==> src/rtl/power_supervisor_pkg.sv <==
// shared constants, register map and carrier types of the power-state supervisor
package power_supervisor_pkg;

	// clock and derived cycle counts
	localparam int CLK_PERIOD_NS = 8;
	localparam int DEBOUNCE_NS   = 10_000_000;
	localparam int DEBOUNCE_CYC  = DEBOUNCE_NS / CLK_PERIOD_NS;
	localparam int TICK_NS       = 1_000_000;
	localparam int TICK_CYC      = TICK_NS / CLK_PERIOD_NS;
	localparam int BOOT_HOLD_NS  = 1_000;
	localparam int BOOT_HOLD_CYC = (BOOT_HOLD_NS + CLK_PERIOD_NS - 1) / CLK_PERIOD_NS;

	// register byte addresses
	localparam int ADDR_W = 12;
	localparam logic [ADDR_W-1:0] ADDR_CTRL     = 12'h000;
	localparam logic [ADDR_W-1:0] ADDR_STATUS   = 12'h004;
	localparam logic [ADDR_W-1:0] ADDR_WDT      = 12'h008;
	localparam logic [ADDR_W-1:0] ADDR_INT_STAT = 12'h00C;
	localparam logic [ADDR_W-1:0] ADDR_INT_MASK = 12'h010;

	// control fields and reset values
	localparam int CTRL_ATX_BIT  = 0;
	localparam int CTRL_WDEN_BIT = 1;
	localparam int CTRL_KICK_BIT = 2;
	localparam logic        CTRL_ATX_RST  = 1'h0;
	localparam logic        CTRL_WDEN_RST = 1'h0;
	localparam int          WDT_W         = 16;
	localparam logic [15:0] WDT_RST       = 16'h03E8;

	// status fields
	localparam int STAT_STATE_LSB  = 0;
	localparam int STAT_PERIPH_BIT = 4;
	localparam int STAT_THROT_BIT  = 5;
	localparam int STAT_PGOOD_BIT  = 6;
	localparam int STAT_WDEXP_BIT  = 7;
	localparam int STAT_TRIP_BIT   = 8;

	// event bits, shared by interrupt status and mask
	localparam int EV_PWR_BTN = 0;
	localparam int EV_RST_BTN = 1;
	localparam int EV_BAT_LOW = 2;
	localparam int EV_WAKE    = 3;
	localparam int EV_SLEEP   = 4;
	localparam int EV_ALERT   = 5;
	localparam int EV_WD_EXP  = 6;
	localparam int EV_THERM   = 7;
	localparam int EV_TRIP    = 8;
	localparam int EV_W       = 9;

	// filtered input indices, all active low after the filter
	localparam int BTN_PWR = 0;
	localparam int BTN_RST = 1;
	localparam int BTN_SLP = 2;
	localparam int BTN_LID = 3;
	localparam int BTN_N   = 4;
	localparam int LVL_PGOOD_N = 0;
	localparam int LVL_BAT     = 1;
	localparam int LVL_WAKE    = 2;
	localparam int LVL_ALERT   = 3;
	localparam int LVL_KICK    = 4;
	localparam int LVL_BOOTALT = 5;
	localparam int LVL_THERM   = 6;
	localparam int LVL_HOT_N   = 7;
	localparam int LVL_N       = 8;

	// power states, one-hot
	typedef enum logic [3:0] {
		PS_OFF   = 4'h1,
		PS_BOOT  = 4'h2,
		PS_WORK  = 4'h4,
		PS_SLEEP = 4'h8
	} pstate_e;

	// apb request and answer
	typedef struct packed {
		logic              psel;
		logic              penable;
		logic              pwrite;
		logic [ADDR_W-1:0] paddr;
		logic [31:0]       pwdata;
	} apb_req_s;

	typedef struct packed {
		logic [31:0] prdata;
		logic        pready;
		logic        pslverr;
	} apb_rsp_s;

endpackage

==> src/rtl/input_filter.sv <==
// synchroniser and debounce filter for one active-low pin
`timescale 1ns/1ns
`default_nettype none

module input_filter #(
	parameter int CYCLES = 1
) (
	// clock and reset
	input  wire logic mclk,
	input  wire logic rst,
	// pin and filtered result
	input  wire logic pinIn,
	output var  logic level,
	output var  logic fall
);

	localparam int CW = $clog2(CYCLES + 1);

	typedef struct packed {
		logic          sync1;
		logic          sync2;
		logic          stable;
		logic          fall;
		logic [CW-1:0] cnt;
	} filt_s;

	filt_s s_r;
	filt_s s_nxt;

	// accept a new level only after it held for CYCLES clocks
	always_comb begin
		s_nxt = s_r;
		s_nxt.sync1 = pinIn;
		s_nxt.sync2 = s_r.sync1;
		s_nxt.fall = 1'b0;
		if (s_r.sync2 != s_r.stable) begin
			if (s_r.cnt == CW'(CYCLES - 1)) begin
				s_nxt.stable = s_r.sync2;
				s_nxt.fall = ~s_r.sync2;
				s_nxt.cnt = '0;
			end else begin
				s_nxt.cnt = s_r.cnt + 1'b1;
			end
		end else begin
			s_nxt.cnt = '0;
		end
	end

	// inactive high at reset, as an open pin with its pull-up reads
	always_ff @(posedge mclk or posedge rst) begin
		if (rst) begin
			s_r <= '{sync1: 1'b1, sync2: 1'b1, stable: 1'b1, fall: 1'b0, cnt: '0};
		end else begin
			s_r <= s_nxt;
		end
	end

	assign level = s_r.stable;
	assign fall  = s_r.fall;

endmodule
`default_nettype wire

==> src/rtl/module_power_state_supervisor.sv <==
// power-state, watchdog and thermal supervision of the module, with apb registers
`timescale 1ns/1ns
`default_nettype none

module module_power_state_supervisor #(
	parameter int DEBOUNCE_CYCLES = power_supervisor_pkg::DEBOUNCE_CYC,
	parameter int TICK_CYCLES     = power_supervisor_pkg::TICK_CYC,
	parameter int BOOT_CYCLES     = power_supervisor_pkg::BOOT_HOLD_CYC
) (
	// clock and reset
	input  wire logic                            mclk,
	input  wire logic                            rst,
	// register bus
	input  wire power_supervisor_pkg::apb_req_s  apbReq,
	output var  power_supervisor_pkg::apb_rsp_s  apbRsp,
	output var  logic                            irq,
	// carrier inputs
	input  wire logic                            power_good_in,
	input  wire logic                            power_button_n,
	input  wire logic                            reset_button_n,
	input  wire logic                            battery_low_n,
	input  wire logic                            wake_n,
	input  wire logic                            sleep_button_n,
	input  wire logic                            lid_switch_n,
	input  wire logic                            mgmt_bus_alert_n,
	input  wire logic                            watchdog_kick_n,
	input  wire logic                            alternate_boot_n,
	input  wire logic                            thermal_alarm_n,
	// processor side
	input  wire logic                            procOverheat,
	output var  logic                            moduleReset_n,
	output var  logic                            bootPeripheral,
	output var  logic                            throttle,
	// carrier outputs
	output var  logic                            suspend_ram_state_n,
	output var  logic                            soft_off_state_n,
	output var  logic                            watchdog_expired,
	output var  logic                            thermal_shutdown_n
);

	localparam int BW = $clog2(BOOT_CYCLES + 1);
	localparam int TW = $clog2(TICK_CYCLES + 1);
	localparam int EW = power_supervisor_pkg::EV_W;
	localparam int WW = power_supervisor_pkg::WDT_W;

	typedef struct packed {
		power_supervisor_pkg::pstate_e ps;
		logic [BW-1:0]                 bootCnt;
		logic [TW-1:0]                 tickCnt;
		logic [WW-1:0]                 wdCnt;
		logic [WW-1:0]                 wdTimeout;
		logic                          atx;
		logic                          wdEn;
		logic [EW-1:0]                 intStat;
		logic [EW-1:0]                 intMask;
		logic                          wdExp;
		logic                          tripN;
		logic                          throttle;
		logic                          bootPeriph;
		logic                          modRstN;
		logic                          s3N;
		logic                          s5N;
		logic                          irq;
		power_supervisor_pkg::apb_rsp_s rsp;
	} sup_s;

	sup_s s_r;
	sup_s s_nxt;

	// filtered pins: every input passes a two-flop synchroniser
	logic [power_supervisor_pkg::BTN_N-1:0] btnRaw;
	logic [power_supervisor_pkg::BTN_N-1:0] btnLvl;
	logic [power_supervisor_pkg::BTN_N-1:0] btnFall;
	logic [power_supervisor_pkg::LVL_N-1:0] lvlRaw;
	logic [power_supervisor_pkg::LVL_N-1:0] lvlLvl;
	logic [power_supervisor_pkg::LVL_N-1:0] lvlFall;

	// pins sorted active low; open optional pins float high through pull-ups
	// open means inactive
	assign btnRaw = {lid_switch_n, sleep_button_n, reset_button_n, power_button_n};
	assign lvlRaw = {~procOverheat, thermal_alarm_n, alternate_boot_n, watchdog_kick_n,
		mgmt_bus_alert_n, wake_n, battery_low_n, ~power_good_in};

	for (genvar i = 0; i < power_supervisor_pkg::BTN_N; i++) begin : g_btn
		input_filter #(
			.CYCLES (DEBOUNCE_CYCLES)
		) u_filt (
			.mclk  (mclk),
			.rst   (rst),
			.pinIn (btnRaw[i]),
			.level (btnLvl[i]),
			.fall  (btnFall[i])
		);
	end

	// levels only synchronised, no debounce delay
	for (genvar i = 0; i < power_supervisor_pkg::LVL_N; i++) begin : g_lvl
		input_filter #(
			.CYCLES (1)
		) u_filt (
			.mclk  (mclk),
			.rst   (rst),
			.pinIn (lvlRaw[i]),
			.level (lvlLvl[i]),
			.fall  (lvlFall[i])
		);
	end

	// named views of the filtered pins
	logic pgood;
	logic hot;
	logic pwrPress;
	logic rstPress;
	logic slpPress;
	logic wakePress;
	logic kickPress;
	assign pgood     = ~lvlLvl[power_supervisor_pkg::LVL_PGOOD_N];
	assign hot       = ~lvlLvl[power_supervisor_pkg::LVL_HOT_N];
	assign pwrPress  = btnFall[power_supervisor_pkg::BTN_PWR];
	assign rstPress  = btnFall[power_supervisor_pkg::BTN_RST];
	assign slpPress  = btnFall[power_supervisor_pkg::BTN_SLP] | btnFall[power_supervisor_pkg::BTN_LID];
	assign wakePress = lvlFall[power_supervisor_pkg::LVL_WAKE];
	assign kickPress = lvlFall[power_supervisor_pkg::LVL_KICK];

	// address decode, used only for the error answer; read data has its own case
	function automatic logic isMapped(input logic [power_supervisor_pkg::ADDR_W-1:0] a);
		isMapped = (a == power_supervisor_pkg::ADDR_CTRL) || (a == power_supervisor_pkg::ADDR_STATUS)
			|| (a == power_supervisor_pkg::ADDR_WDT) || (a == power_supervisor_pkg::ADDR_INT_STAT)
			|| (a == power_supervisor_pkg::ADDR_INT_MASK);
	endfunction

	// next state of the whole block
	logic          setup;
	logic          wrDone;
	logic          kick;
	logic          tick;
	logic [EW-1:0] ev;
	logic [EW-1:0] w1c;
	logic [31:0]   rd;
	always_comb begin
		s_nxt = s_r;
		ev = '0;
		w1c = '0;
		rd = 32'h0000_0000;
		setup = apbReq.psel & ~apbReq.penable;
		wrDone = apbReq.psel & apbReq.penable & s_r.rsp.pready & apbReq.pwrite;

		// apb: answer one cycle after setup, read data latched at setup
		s_nxt.rsp.pready = setup;
		s_nxt.rsp.pslverr = setup & ~isMapped(apbReq.paddr);
		unique case (apbReq.paddr)
			power_supervisor_pkg::ADDR_CTRL: begin
				rd[power_supervisor_pkg::CTRL_ATX_BIT] = s_r.atx;
				rd[power_supervisor_pkg::CTRL_WDEN_BIT] = s_r.wdEn;
			end
			power_supervisor_pkg::ADDR_STATUS: begin
				rd[power_supervisor_pkg::STAT_STATE_LSB +: 4] = s_r.ps;
				rd[power_supervisor_pkg::STAT_PERIPH_BIT] = s_r.bootPeriph;
				rd[power_supervisor_pkg::STAT_THROT_BIT] = s_r.throttle;
				rd[power_supervisor_pkg::STAT_PGOOD_BIT] = pgood;
				rd[power_supervisor_pkg::STAT_WDEXP_BIT] = s_r.wdExp;
				rd[power_supervisor_pkg::STAT_TRIP_BIT] = ~s_r.tripN;
			end
			power_supervisor_pkg::ADDR_WDT:      rd[WW-1:0] = s_r.wdTimeout;
			power_supervisor_pkg::ADDR_INT_STAT: rd[EW-1:0] = s_r.intStat;
			power_supervisor_pkg::ADDR_INT_MASK: rd[EW-1:0] = s_r.intMask;
			default: rd = 32'h0000_0000;
		endcase
		s_nxt.rsp.prdata = setup ? rd : 32'h0000_0000;

		// register writes take effect at the completing edge only
		kick = kickPress;
		if (wrDone) begin
			unique case (apbReq.paddr)
				power_supervisor_pkg::ADDR_CTRL: begin
					s_nxt.atx = apbReq.pwdata[power_supervisor_pkg::CTRL_ATX_BIT];
					s_nxt.wdEn = apbReq.pwdata[power_supervisor_pkg::CTRL_WDEN_BIT];
					kick = kickPress | apbReq.pwdata[power_supervisor_pkg::CTRL_KICK_BIT];
				end
				power_supervisor_pkg::ADDR_WDT:      s_nxt.wdTimeout = apbReq.pwdata[WW-1:0];
				power_supervisor_pkg::ADDR_INT_STAT: w1c = apbReq.pwdata[EW-1:0];
				power_supervisor_pkg::ADDR_INT_MASK: s_nxt.intMask = apbReq.pwdata[EW-1:0];
				default: ;
			endcase
		end

		// watchdog prescaler; one enable pulse per tick period
		tick = (s_r.tickCnt == TW'(TICK_CYCLES - 1));
		s_nxt.tickCnt = tick ? '0 : s_r.tickCnt + 1'b1;

		// hardware or software kick restarts the count
		if (kick || !s_r.wdEn || s_r.ps != power_supervisor_pkg::PS_WORK) begin
			s_nxt.wdCnt = '0;
			if (kick) begin
				s_nxt.wdExp = 1'b0;
			end
		end else if (tick && !s_r.wdExp) begin
			// expiry raises the output until the next kick or a loss of power-good
			if (s_r.wdCnt >= s_r.wdTimeout - 1'b1) begin
				s_nxt.wdExp = 1'b1;
				ev[power_supervisor_pkg::EV_WD_EXP] = 1'b1;
			end else begin
				s_nxt.wdCnt = s_r.wdCnt + 1'b1;
			end
		end

		// power-state sequencing
		unique case (s_r.ps)
			power_supervisor_pkg::PS_OFF: begin
				// press powers on; wake powers on; at mode never rests off
				if ((s_r.atx && pwrPress) || wakePress || !s_r.atx) begin
					s_nxt.ps = power_supervisor_pkg::PS_BOOT;
					s_nxt.bootCnt = '0;
				end
			end
			power_supervisor_pkg::PS_BOOT: begin
				if (s_r.atx && pwrPress) begin
					s_nxt.ps = power_supervisor_pkg::PS_OFF;
				// boot count runs only while power-good is seen
				end else if (!pgood) begin
					s_nxt.bootCnt = '0;
				end else if (s_r.bootCnt == BW'(BOOT_CYCLES - 1)) begin
					s_nxt.ps = power_supervisor_pkg::PS_WORK;
					// boot mode strap taken as boot completes
					s_nxt.bootPeriph = ~lvlLvl[power_supervisor_pkg::LVL_BOOTALT];
				end else begin
					s_nxt.bootCnt = s_r.bootCnt + 1'b1;
				end
			end
			power_supervisor_pkg::PS_WORK: begin
				if (s_r.atx && pwrPress) begin
					s_nxt.ps = power_supervisor_pkg::PS_OFF;
				// sleep or lid press enters sleep
				end else if (slpPress) begin
					s_nxt.ps = power_supervisor_pkg::PS_SLEEP;
				end
			end
			power_supervisor_pkg::PS_SLEEP: begin
				if (s_r.atx && pwrPress) begin
					s_nxt.ps = power_supervisor_pkg::PS_OFF;
				// press or wake returns to working
				end else if (slpPress || wakePress) begin
					s_nxt.ps = power_supervisor_pkg::PS_WORK;
				end
			end
			default: s_nxt.ps = power_supervisor_pkg::PS_OFF;
		endcase

		// reset press reruns boot, unless soft-off
		if (rstPress && s_r.ps != power_supervisor_pkg::PS_OFF) begin
			s_nxt.ps = power_supervisor_pkg::PS_BOOT;
			s_nxt.bootCnt = '0;
		end
		// lost power-good holds the module in boot
		if (!pgood && s_nxt.ps != power_supervisor_pkg::PS_OFF) begin
			s_nxt.ps = power_supervisor_pkg::PS_BOOT;
		end
		// overheating with power-good overrides all and forces soft-off
		if (hot && pgood) begin
			s_nxt.ps = power_supervisor_pkg::PS_OFF;
		end

		// outputs follow the next state so pins and state change together
		// suspend output low in sleep
		s_nxt.s3N = (s_nxt.ps != power_supervisor_pkg::PS_SLEEP);
		s_nxt.s5N = (s_nxt.ps != power_supervisor_pkg::PS_OFF);
		s_nxt.modRstN = (s_nxt.ps == power_supervisor_pkg::PS_WORK)
			|| (s_nxt.ps == power_supervisor_pkg::PS_SLEEP);
		s_nxt.throttle = ~lvlLvl[power_supervisor_pkg::LVL_THERM];
		// trip output low while the processor is hot and power-good is seen
		s_nxt.tripN = ~(hot && pgood);
		// no power-good: watchdog and trip idle
		if (!pgood) begin
			s_nxt.wdExp = 1'b0;
			s_nxt.tripN = 1'b1;
		end

		// event sources; levels keep setting while they persist
		ev[power_supervisor_pkg::EV_PWR_BTN] = pwrPress;
		ev[power_supervisor_pkg::EV_RST_BTN] = rstPress;
		ev[power_supervisor_pkg::EV_BAT_LOW] = ~lvlLvl[power_supervisor_pkg::LVL_BAT];
		ev[power_supervisor_pkg::EV_WAKE] = wakePress;
		ev[power_supervisor_pkg::EV_SLEEP] = slpPress;
		ev[power_supervisor_pkg::EV_ALERT] = ~lvlLvl[power_supervisor_pkg::LVL_ALERT];
		ev[power_supervisor_pkg::EV_THERM] = ~lvlLvl[power_supervisor_pkg::LVL_THERM];
		ev[power_supervisor_pkg::EV_TRIP] = hot && pgood;

		// sticky status: a new event beats a clear in the same cycle
		s_nxt.intStat = (s_r.intStat & ~w1c) | ev;
		s_nxt.irq = |(s_nxt.intStat & s_nxt.intMask);
	end

	// single register of all block state
	always_ff @(posedge mclk or posedge rst) begin
		if (rst) begin
			s_r <= '{ps: power_supervisor_pkg::PS_OFF, bootCnt: '0, tickCnt: '0, wdCnt: '0,
				wdTimeout: power_supervisor_pkg::WDT_RST, atx: power_supervisor_pkg::CTRL_ATX_RST,
				wdEn: power_supervisor_pkg::CTRL_WDEN_RST, intStat: '0, intMask: '0,
				wdExp: 1'b0, tripN: 1'b1, throttle: 1'b0, bootPeriph: 1'b0, modRstN: 1'b0,
				s3N: 1'b1, s5N: 1'b0, irq: 1'b0, rsp: '0};
		end else begin
			s_r <= s_nxt;
		end
	end

	// ports straight from the state register
	assign apbRsp              = s_r.rsp;
	assign irq                 = s_r.irq;
	assign moduleReset_n       = s_r.modRstN;
	assign bootPeripheral      = s_r.bootPeriph;
	assign throttle            = s_r.throttle;
	assign suspend_ram_state_n = s_r.s3N;
	assign soft_off_state_n    = s_r.s5N;
	assign watchdog_expired    = s_r.wdExp;
	assign thermal_shutdown_n  = s_r.tripN;
endmodule
`default_nettype wire

==> config.mk <==
export PLATFORM = sky130hd
export DESIGN_NAME = module_power_state_supervisor
export DESIGN_NICKNAME = d
export VERILOG_FILES = /design/src/rtl/power_supervisor_pkg.sv /design/src/rtl/input_filter.sv /design/src/rtl/module_power_state_supervisor.sv
export SDC_FILE = /design/constraint.sdc
export NUM_CORES = 1
export LEC_CHECK = 0
export ABC_AREA = 1
export BUFFER_PORTS_ARGS = -buffer_cell sky130_fd_sc_hd__buf_2
export CAP_MARGIN = 20
export CORE_UTILIZATION = 40
export CTS_BUF_LIST = sky130_fd_sc_hd__clkbuf_8
export CTS_CLUSTER_DIAMETER = 100
export DETAILED_ROUTE_END_ITERATION = 7
export GPL_ROUTABILITY_DRIVEN = 0
export SETUP_SLACK_MARGIN = 0.1
export SLEW_MARGIN = 5
export SYNTH_ARGS = -nofsm -noshare
export SYNTH_HDL_FRONTEND = slang
export SYNTH_HIERARCHICAL = 1
export SYNTH_SLANG_ARGS = --single-unit
==> constraint.sdc <==
create_clock -name mclk -period 7.9 [get_ports mclk]
set_input_delay 1.185 -clock mclk [delete_from_list [all_inputs] [get_ports mclk]]
set_output_delay 1.185 -clock mclk [all_outputs]
set_load 0.005 [all_outputs]
Word level (Yosys, flattened, before mapping)
Index checks and enable logic that the tools add are counted.
{ "op_classes": {"order_cmp": 1, "n_eq_ne": 38, "multipliers": 0, "shift": 0, "n_div": 0, "addsub": 16, "bitwise": 38, "n_mux": 74, "n_reduce_logical": 42} }
{ "ops": {"columns": ["op", "n"], "rows": [
  ["two-way mux 21 bit", 8],
  ["adder 21 x 1 -> 21 bit (second input constant)", 4],
  ["equality test 21 bit (second input constant)", 4],
  ["two-way mux 16 bit", 4],
  ["two-way mux 1 bit", 37],
  ["two-way mux 4 bit", 9],
  ["two-way mux 9 bit", 4],
  ["AND reduction 2 bit", 15],
  ["two-way mux 7 bit", 4],
  ["case mux 7 bit (4 select lines)", 1],
  ["NOT 1 bit", 27],
  ["equality test 12 x 4 -> 1 bit (second input constant)", 2],
  ["two-way mux 11 bit", 2],
  ["AND 9 bit", 2],
  ["adder 17 x 1 -> 17 bit (second input constant)", 1],
  ["equality test 17 bit (second input constant)", 1],
  ["two-way mux 17 bit", 1],
  ["adder 16 x 1 -> 16 bit (second input constant)", 1],
  [">= comparator 16 bit", 1],
  ["case mux 4 bit (4 select lines)", 1],
  ["subtractor 16 x 1 -> 16 bit (second input constant)", 1],
  ["case mux 7 bit (2 select lines)", 1],
  ["equality test 12 x 3 -> 1 bit (second input constant)", 1],
  ["equality test 12 x 5 -> 1 bit (second input constant)", 1],
  ["29 further kinds", 76]
]} }
{ "word_totals": {"input_bits": 61, "mem_bits_ro": 0, "ram_bits": 0, "ff_bits": 240, "latch_bits": 0, "memories": 0, "output_inout_bits": 42} }

Longest topological paths before layout
{ "depth": {"depth_word": 12, "mapped_depth": 21, "mapped_depth_nobuf": 21} }

Modules after synthesis
Netlist, hierarchy kept.
{ "modules_own_cells": {"columns": ["module", "n_inst", "seq_area_each_um2", "cells_per_inst", "area_each_um2"], "rows": [
  ["module_power_state_supervisor", 1, 2663.8, 773, 6279.8],
  ["input_filter at g_btn[0].u_filt ...", 4, 629.4, 176, 1351.3],
  ["input_filter at g_lvl[0].u_filt ...", 8, 103.8, 11, 138.9]
]} }

Worst setup path after synthesis
Ideal clock, no wire load.
{ "synth_timing": {"kind": "register to register", "start": "reg, netlist name s_r[62]", "end": "reg, netlist name s_r[86]", "arrival_time_ns": 2.743, "slack_ns": 5.029, "period_less_slack_ns": 2.871, "required_ns": 7.772, "stages_incl_launch_ff": 20, "setup_ns": 0.128, "cell_sequence": "dfrtp_1 inv_1 ha_1 nand2_1 nor3_1 nand2_1 nor3_1 nand3_1 xor2_1 inv_1 ha_1 nand2_1 inv_1 nand3_1 a21oi_1 nor2_1 nand4_4 buf_2 nand3_1 o31ai_2"} }

==> impl_summary.log <==
[metrics] result of the run: finished, violations left
[metrics] failing checks: DRC
[metrics] total number of clock tree sinks: 232
[metrics] cell with the largest stage delay on the worst path: sky130_fd_sc_hd__dfrtp_1
[metrics] max-slew violations: 0
[metrics] max cap viols: 0
[metrics] # fillers: 3057
[metrics] worst slack at placement: 4.15 ns
[metrics] Routed WL: 27100 um
[metrics] overall die width: 180 um
[metrics] peak-usage layer in the global routing report: met2
[metrics] number of vias after detailed routing: 9884
[metrics] number of design-rule violations left by the first detailed-router iteration: 550
[metrics] Tightest Hold Check Type: flop to flop
[metrics] clock tree from TritonCTS: done
[metrics] summed instance area of the synthesized netlist: 12600 sq um
[metrics] source of the critical timing path: s_r[62]
[metrics] Top Ports: 103
[metrics] global routing met3 resource utilization: 2.94%
[metrics] minimum setup slack among reg-to-reg paths: 4.26 ns
[metrics] Min Hold Slack: 0.351 ns
[metrics] number of buffers on the longest clock path: 3
[metrics] pin count of the biggest net entering global routing: 61
[metrics] leakage power summed over all cells: 6.85 nW
[metrics] shortest period the worst path allows: 3.64 ns
[metrics] cell chosen for the clock root: sky130_fd_sc_hd__clkbuf_8
[metrics] Fmax achieved: 0.274 GHz
[metrics] share of the clock period used by the worst path after layout: 46.1%
[metrics] number of standard cells after synthesis: 1559
[metrics] number of buffers inserted to repair setup after CTS: 0
[metrics] GR Layer Usage met1: 23.6%
[metrics] area of the core region: 30800 sq um
[metrics] Post-Synthesis Mean Instance Area: 8.11 sq um
[metrics] Die Area: 32300 sq um
[metrics] final setup violating endpoints: 0
[metrics] port bufs: 70
[metrics] type of the worst setup path: flop to flop
[metrics] Worst path most repeated cell: sky130_fd_sc_hd__nand2_1
[metrics] effective utilization at floorplan: 41.0%
[metrics] number of global-route vias before repair: 9508
[metrics] Critical Path End Type: flop
[metrics] initial antenna violation count: 0
[metrics] post-detailed-route wirelength per cell: 13.1 um
[metrics] worst clock skew: 0.0157 ns
[metrics] utilization after layout: 45.8%
[metrics] number of clock buffers inserted by TritonCTS: 42
[metrics] Antenna Nets Post-Route: 0
[metrics] P&R area growth vs syn: 11.6%
[metrics] Peak VDD IR: 0.127 mV
[metrics] cell-by-cell trace of the critical path: inv_1 -> ha_1 -> nand2_1 -> nor3_1 -> nand2_1 -> nor3_1 -> nand3_1 -> xor2_1 -> inv_1 -> ha_1 -> nand2_1 -> inv_1 -> nand3_1 -> a21oi_1 -> nor2_1 -> nand4_4 -> nor2_2 -> nand3_1 -> nand2_1 -> nor2_1
[metrics] worst slew slack as a fraction of its limit: 47.3%
[metrics] Clock Latency Late Sink: 0.55 ns
[metrics] hold-fix buffer count after cts: 0
[metrics] via density per instance: 4.76
[metrics] Crit Reg-Reg Startpoint: s_r[62]
[metrics] clock transition time at the flip-flop clock pins of the worst setup and hold paths: 0.06 ns
[metrics] critical path's largest stage delay: 0.42 ns
[metrics] met2 demand-to-capacity share in global routing: 27.1%
[metrics] depth of the worst register-to-register path: 20
[metrics] die extent in y: 180 um
[metrics] CP Data Required Time: 8.35 ns
[metrics] minimum setup slack in the final design: 4.26 ns
[metrics] Cell Pwr Density: 185 nW/um^2
[metrics] transition at the pin with the smallest max-transition slack: 0.791 ns
[metrics] floorplan row count: 64
[metrics] largest fanout on the critical path: 26
[metrics] yosys synthesis warning count: 6
[metrics] Worst R2R End: s_r[82]
[metrics] CTS HTree Levels: 2
[metrics] global-route wire length before repair: 45700 um
[metrics] total congestion overflow after global routing: 0
[metrics] sum of negative setup slack: 0 ns
[metrics] Pre-antenna DRT Iters: 8
[metrics] Hold Violations, Final: 0
[metrics] placed wire-length estimate after detailed placement: 19900 um
[metrics] share of layout cells above drive strength 1: 15.4%
[metrics] RSZ-0062 raised after global routing: no
[metrics] launching element type of the critical path: flop
[metrics] Setup crit end: s_r[82]
[metrics] post-cts gate resize count: 0
[metrics] arrival time of data at the critical path endpoint: 4.09 ns
[metrics] overall fraction of global-route tracks in use: 17.1%
[metrics] Total Nets Final: 1741
[metrics] post-detailed-route DRC marker count: 18
## flip-flops by register name, indices dropped and copies added, names as in the netlist
signal               cells
g_btn.u_filt/s_r        88
suspend_ram_state_n      1
g_btn.u_filt/level       4
g_lvl.u_filt/s_nxt       8
irq                      1
apbRsp                  18
bootPeripheral           1
moduleReset_n            1
g_btn.u_filt/fall        4
g_btn.u_filt/s_nxt       4
g_lvl.u_filt/level       8
g_lvl.u_filt/s_r         8
watchdog_expired         1
s_r                     80
g_lvl.u_filt/fall        2
throttle                 1
thermal_shutdown_n       1
soft_off_state_n         1
## placed cells by master (no fill, tap or decap), types with 3 or more instances in the layout
master and count:
sky130_fd_sc_hd__nand2_1 293, sky130_fd_sc_hd__o21ai_1 11, sky130_fd_sc_hd__nand2_4 5, sky130_fd_sc_hd__mux2_1 5
sky130_fd_sc_hd__nor2_4 11, sky130_fd_sc_hd__xor2_2 4, sky130_fd_sc_hd__buf_16 4, sky130_fd_sc_hd__clkbuf_8 49
sky130_fd_sc_hd__o2111ai_1 4, sky130_fd_sc_hd__nor3b_1 4, sky130_fd_sc_hd__buf_2 70, sky130_fd_sc_hd__inv_1 255
sky130_fd_sc_hd__ha_1 33, sky130_fd_sc_hd__nand3_2 6, sky130_fd_sc_hd__a31oi_1 3, sky130_fd_sc_hd__nor2_1 264
sky130_fd_sc_hd__inv_2 8, sky130_fd_sc_hd__o31ai_2 7, sky130_fd_sc_hd__xnor2_1 8, sky130_fd_sc_hd__nor3_1 39
sky130_fd_sc_hd__nand2_2 18, sky130_fd_sc_hd__nand4_1 33, sky130_fd_sc_hd__dfrtp_1 187, sky130_fd_sc_hd__o21ai_2 6
sky130_fd_sc_hd__o21bai_1 6, sky130_fd_sc_hd__a21oi_1 31, sky130_fd_sc_hd__conb_1 16, sky130_fd_sc_hd__mux2_2 3
sky130_fd_sc_hd__o22ai_1 7, sky130_fd_sc_hd__xor2_1 66, sky130_fd_sc_hd__nor2_2 12, sky130_fd_sc_hd__nand3_1 117
sky130_fd_sc_hd__dfstp_2 45, sky130_fd_sc_hd__o21ai_0 27, sky130_fd_sc_hd__o31ai_1 6
## power breakdown
group | internal [mW] | switching (mW) | leakage, nW
combinational | 0.0780 | 0.155 | 3.42
clock | 0.564 | 0.498 | 0.494
sequential | 1.27 | 0.0461 | 2.93
## worst max-delay path, delay by kind of cell (launching register included)
family | cells | cell delay (ns)
AOI/OAI and AO/OA | 1 | 0.05
xor gates and xnor gates | 1 | 0.17
adders and majority gates | 2 | 0.46
buffers and inverters | 3 | 0.25
DFF | 1 | 0.42
and+or+nand+nor | 13 | 2.19
## stage by stage
stage               cell area, sq um  cells  power, mW
floorplan                      12700   1574       1.48
global placement               13200   1995       1.55
detailed placement             13200   1995       1.56
CTS                            14000   2073       2.65
global route                   14100   2077       2.75
finish                         14100   2078       2.61
## area by class of cell
class / count / area, sq um / share of cell area, %
repair buffers: 75 / 468 / 3.32
well taps: 396 / 495 / 3.51
multi-input cells: 1056 / 5590 / 39.6
flip-flops and latches: 232 / 5860 / 41.5
diodes: 1 / 2.50 / 0.0177
clock buffers: 49 / 674 / 4.78
clock inverters: 29 / 123 / 0.869
inverters: 240 / 905 / 6.41
## how the worst min path moves through the flow
| stage | from | end | slack (ns) | cells past startpoint |
|---|---|---|---|---|
| 2_1_floorplan | g_btn[0].u_filt/s_nxt[23] | g_btn[0].u_filt/s_r[23] | 0.35 | 0 |
| 3_3_place_gp | g_lvl[3].u_filt/s_nxt[3] | g_lvl[3].u_filt/s_r[3] | 0.35 | 0 |
| 3_5_place_dp | g_lvl[3].u_filt/s_nxt[3] | g_lvl[3].u_filt/s_r[3] | 0.35 | 0 |
| 4_1_cts | g_lvl[5].u_filt/s_nxt[3] | g_lvl[5].u_filt/s_r[3] | 0.35 | 0 |
| 5_1_grt | g_btn[1].u_filt/s_nxt[23] | g_btn[1].u_filt/s_r[23] | 0.35 | 0 |
| 6_report | g_lvl[5].u_filt/s_nxt[3] | g_lvl[5].u_filt/s_r[3] | 0.35 | 0 |
## per-layer routing
metal / part of all wire [%] / routed length [um]
met3: 4.3 / 1180
met1: 49 / 13300
met2: 45 / 12100
met4: 2.0 / 553
met5: 0 / 0
No activity file was read; power rests on OpenSTA's default activity.
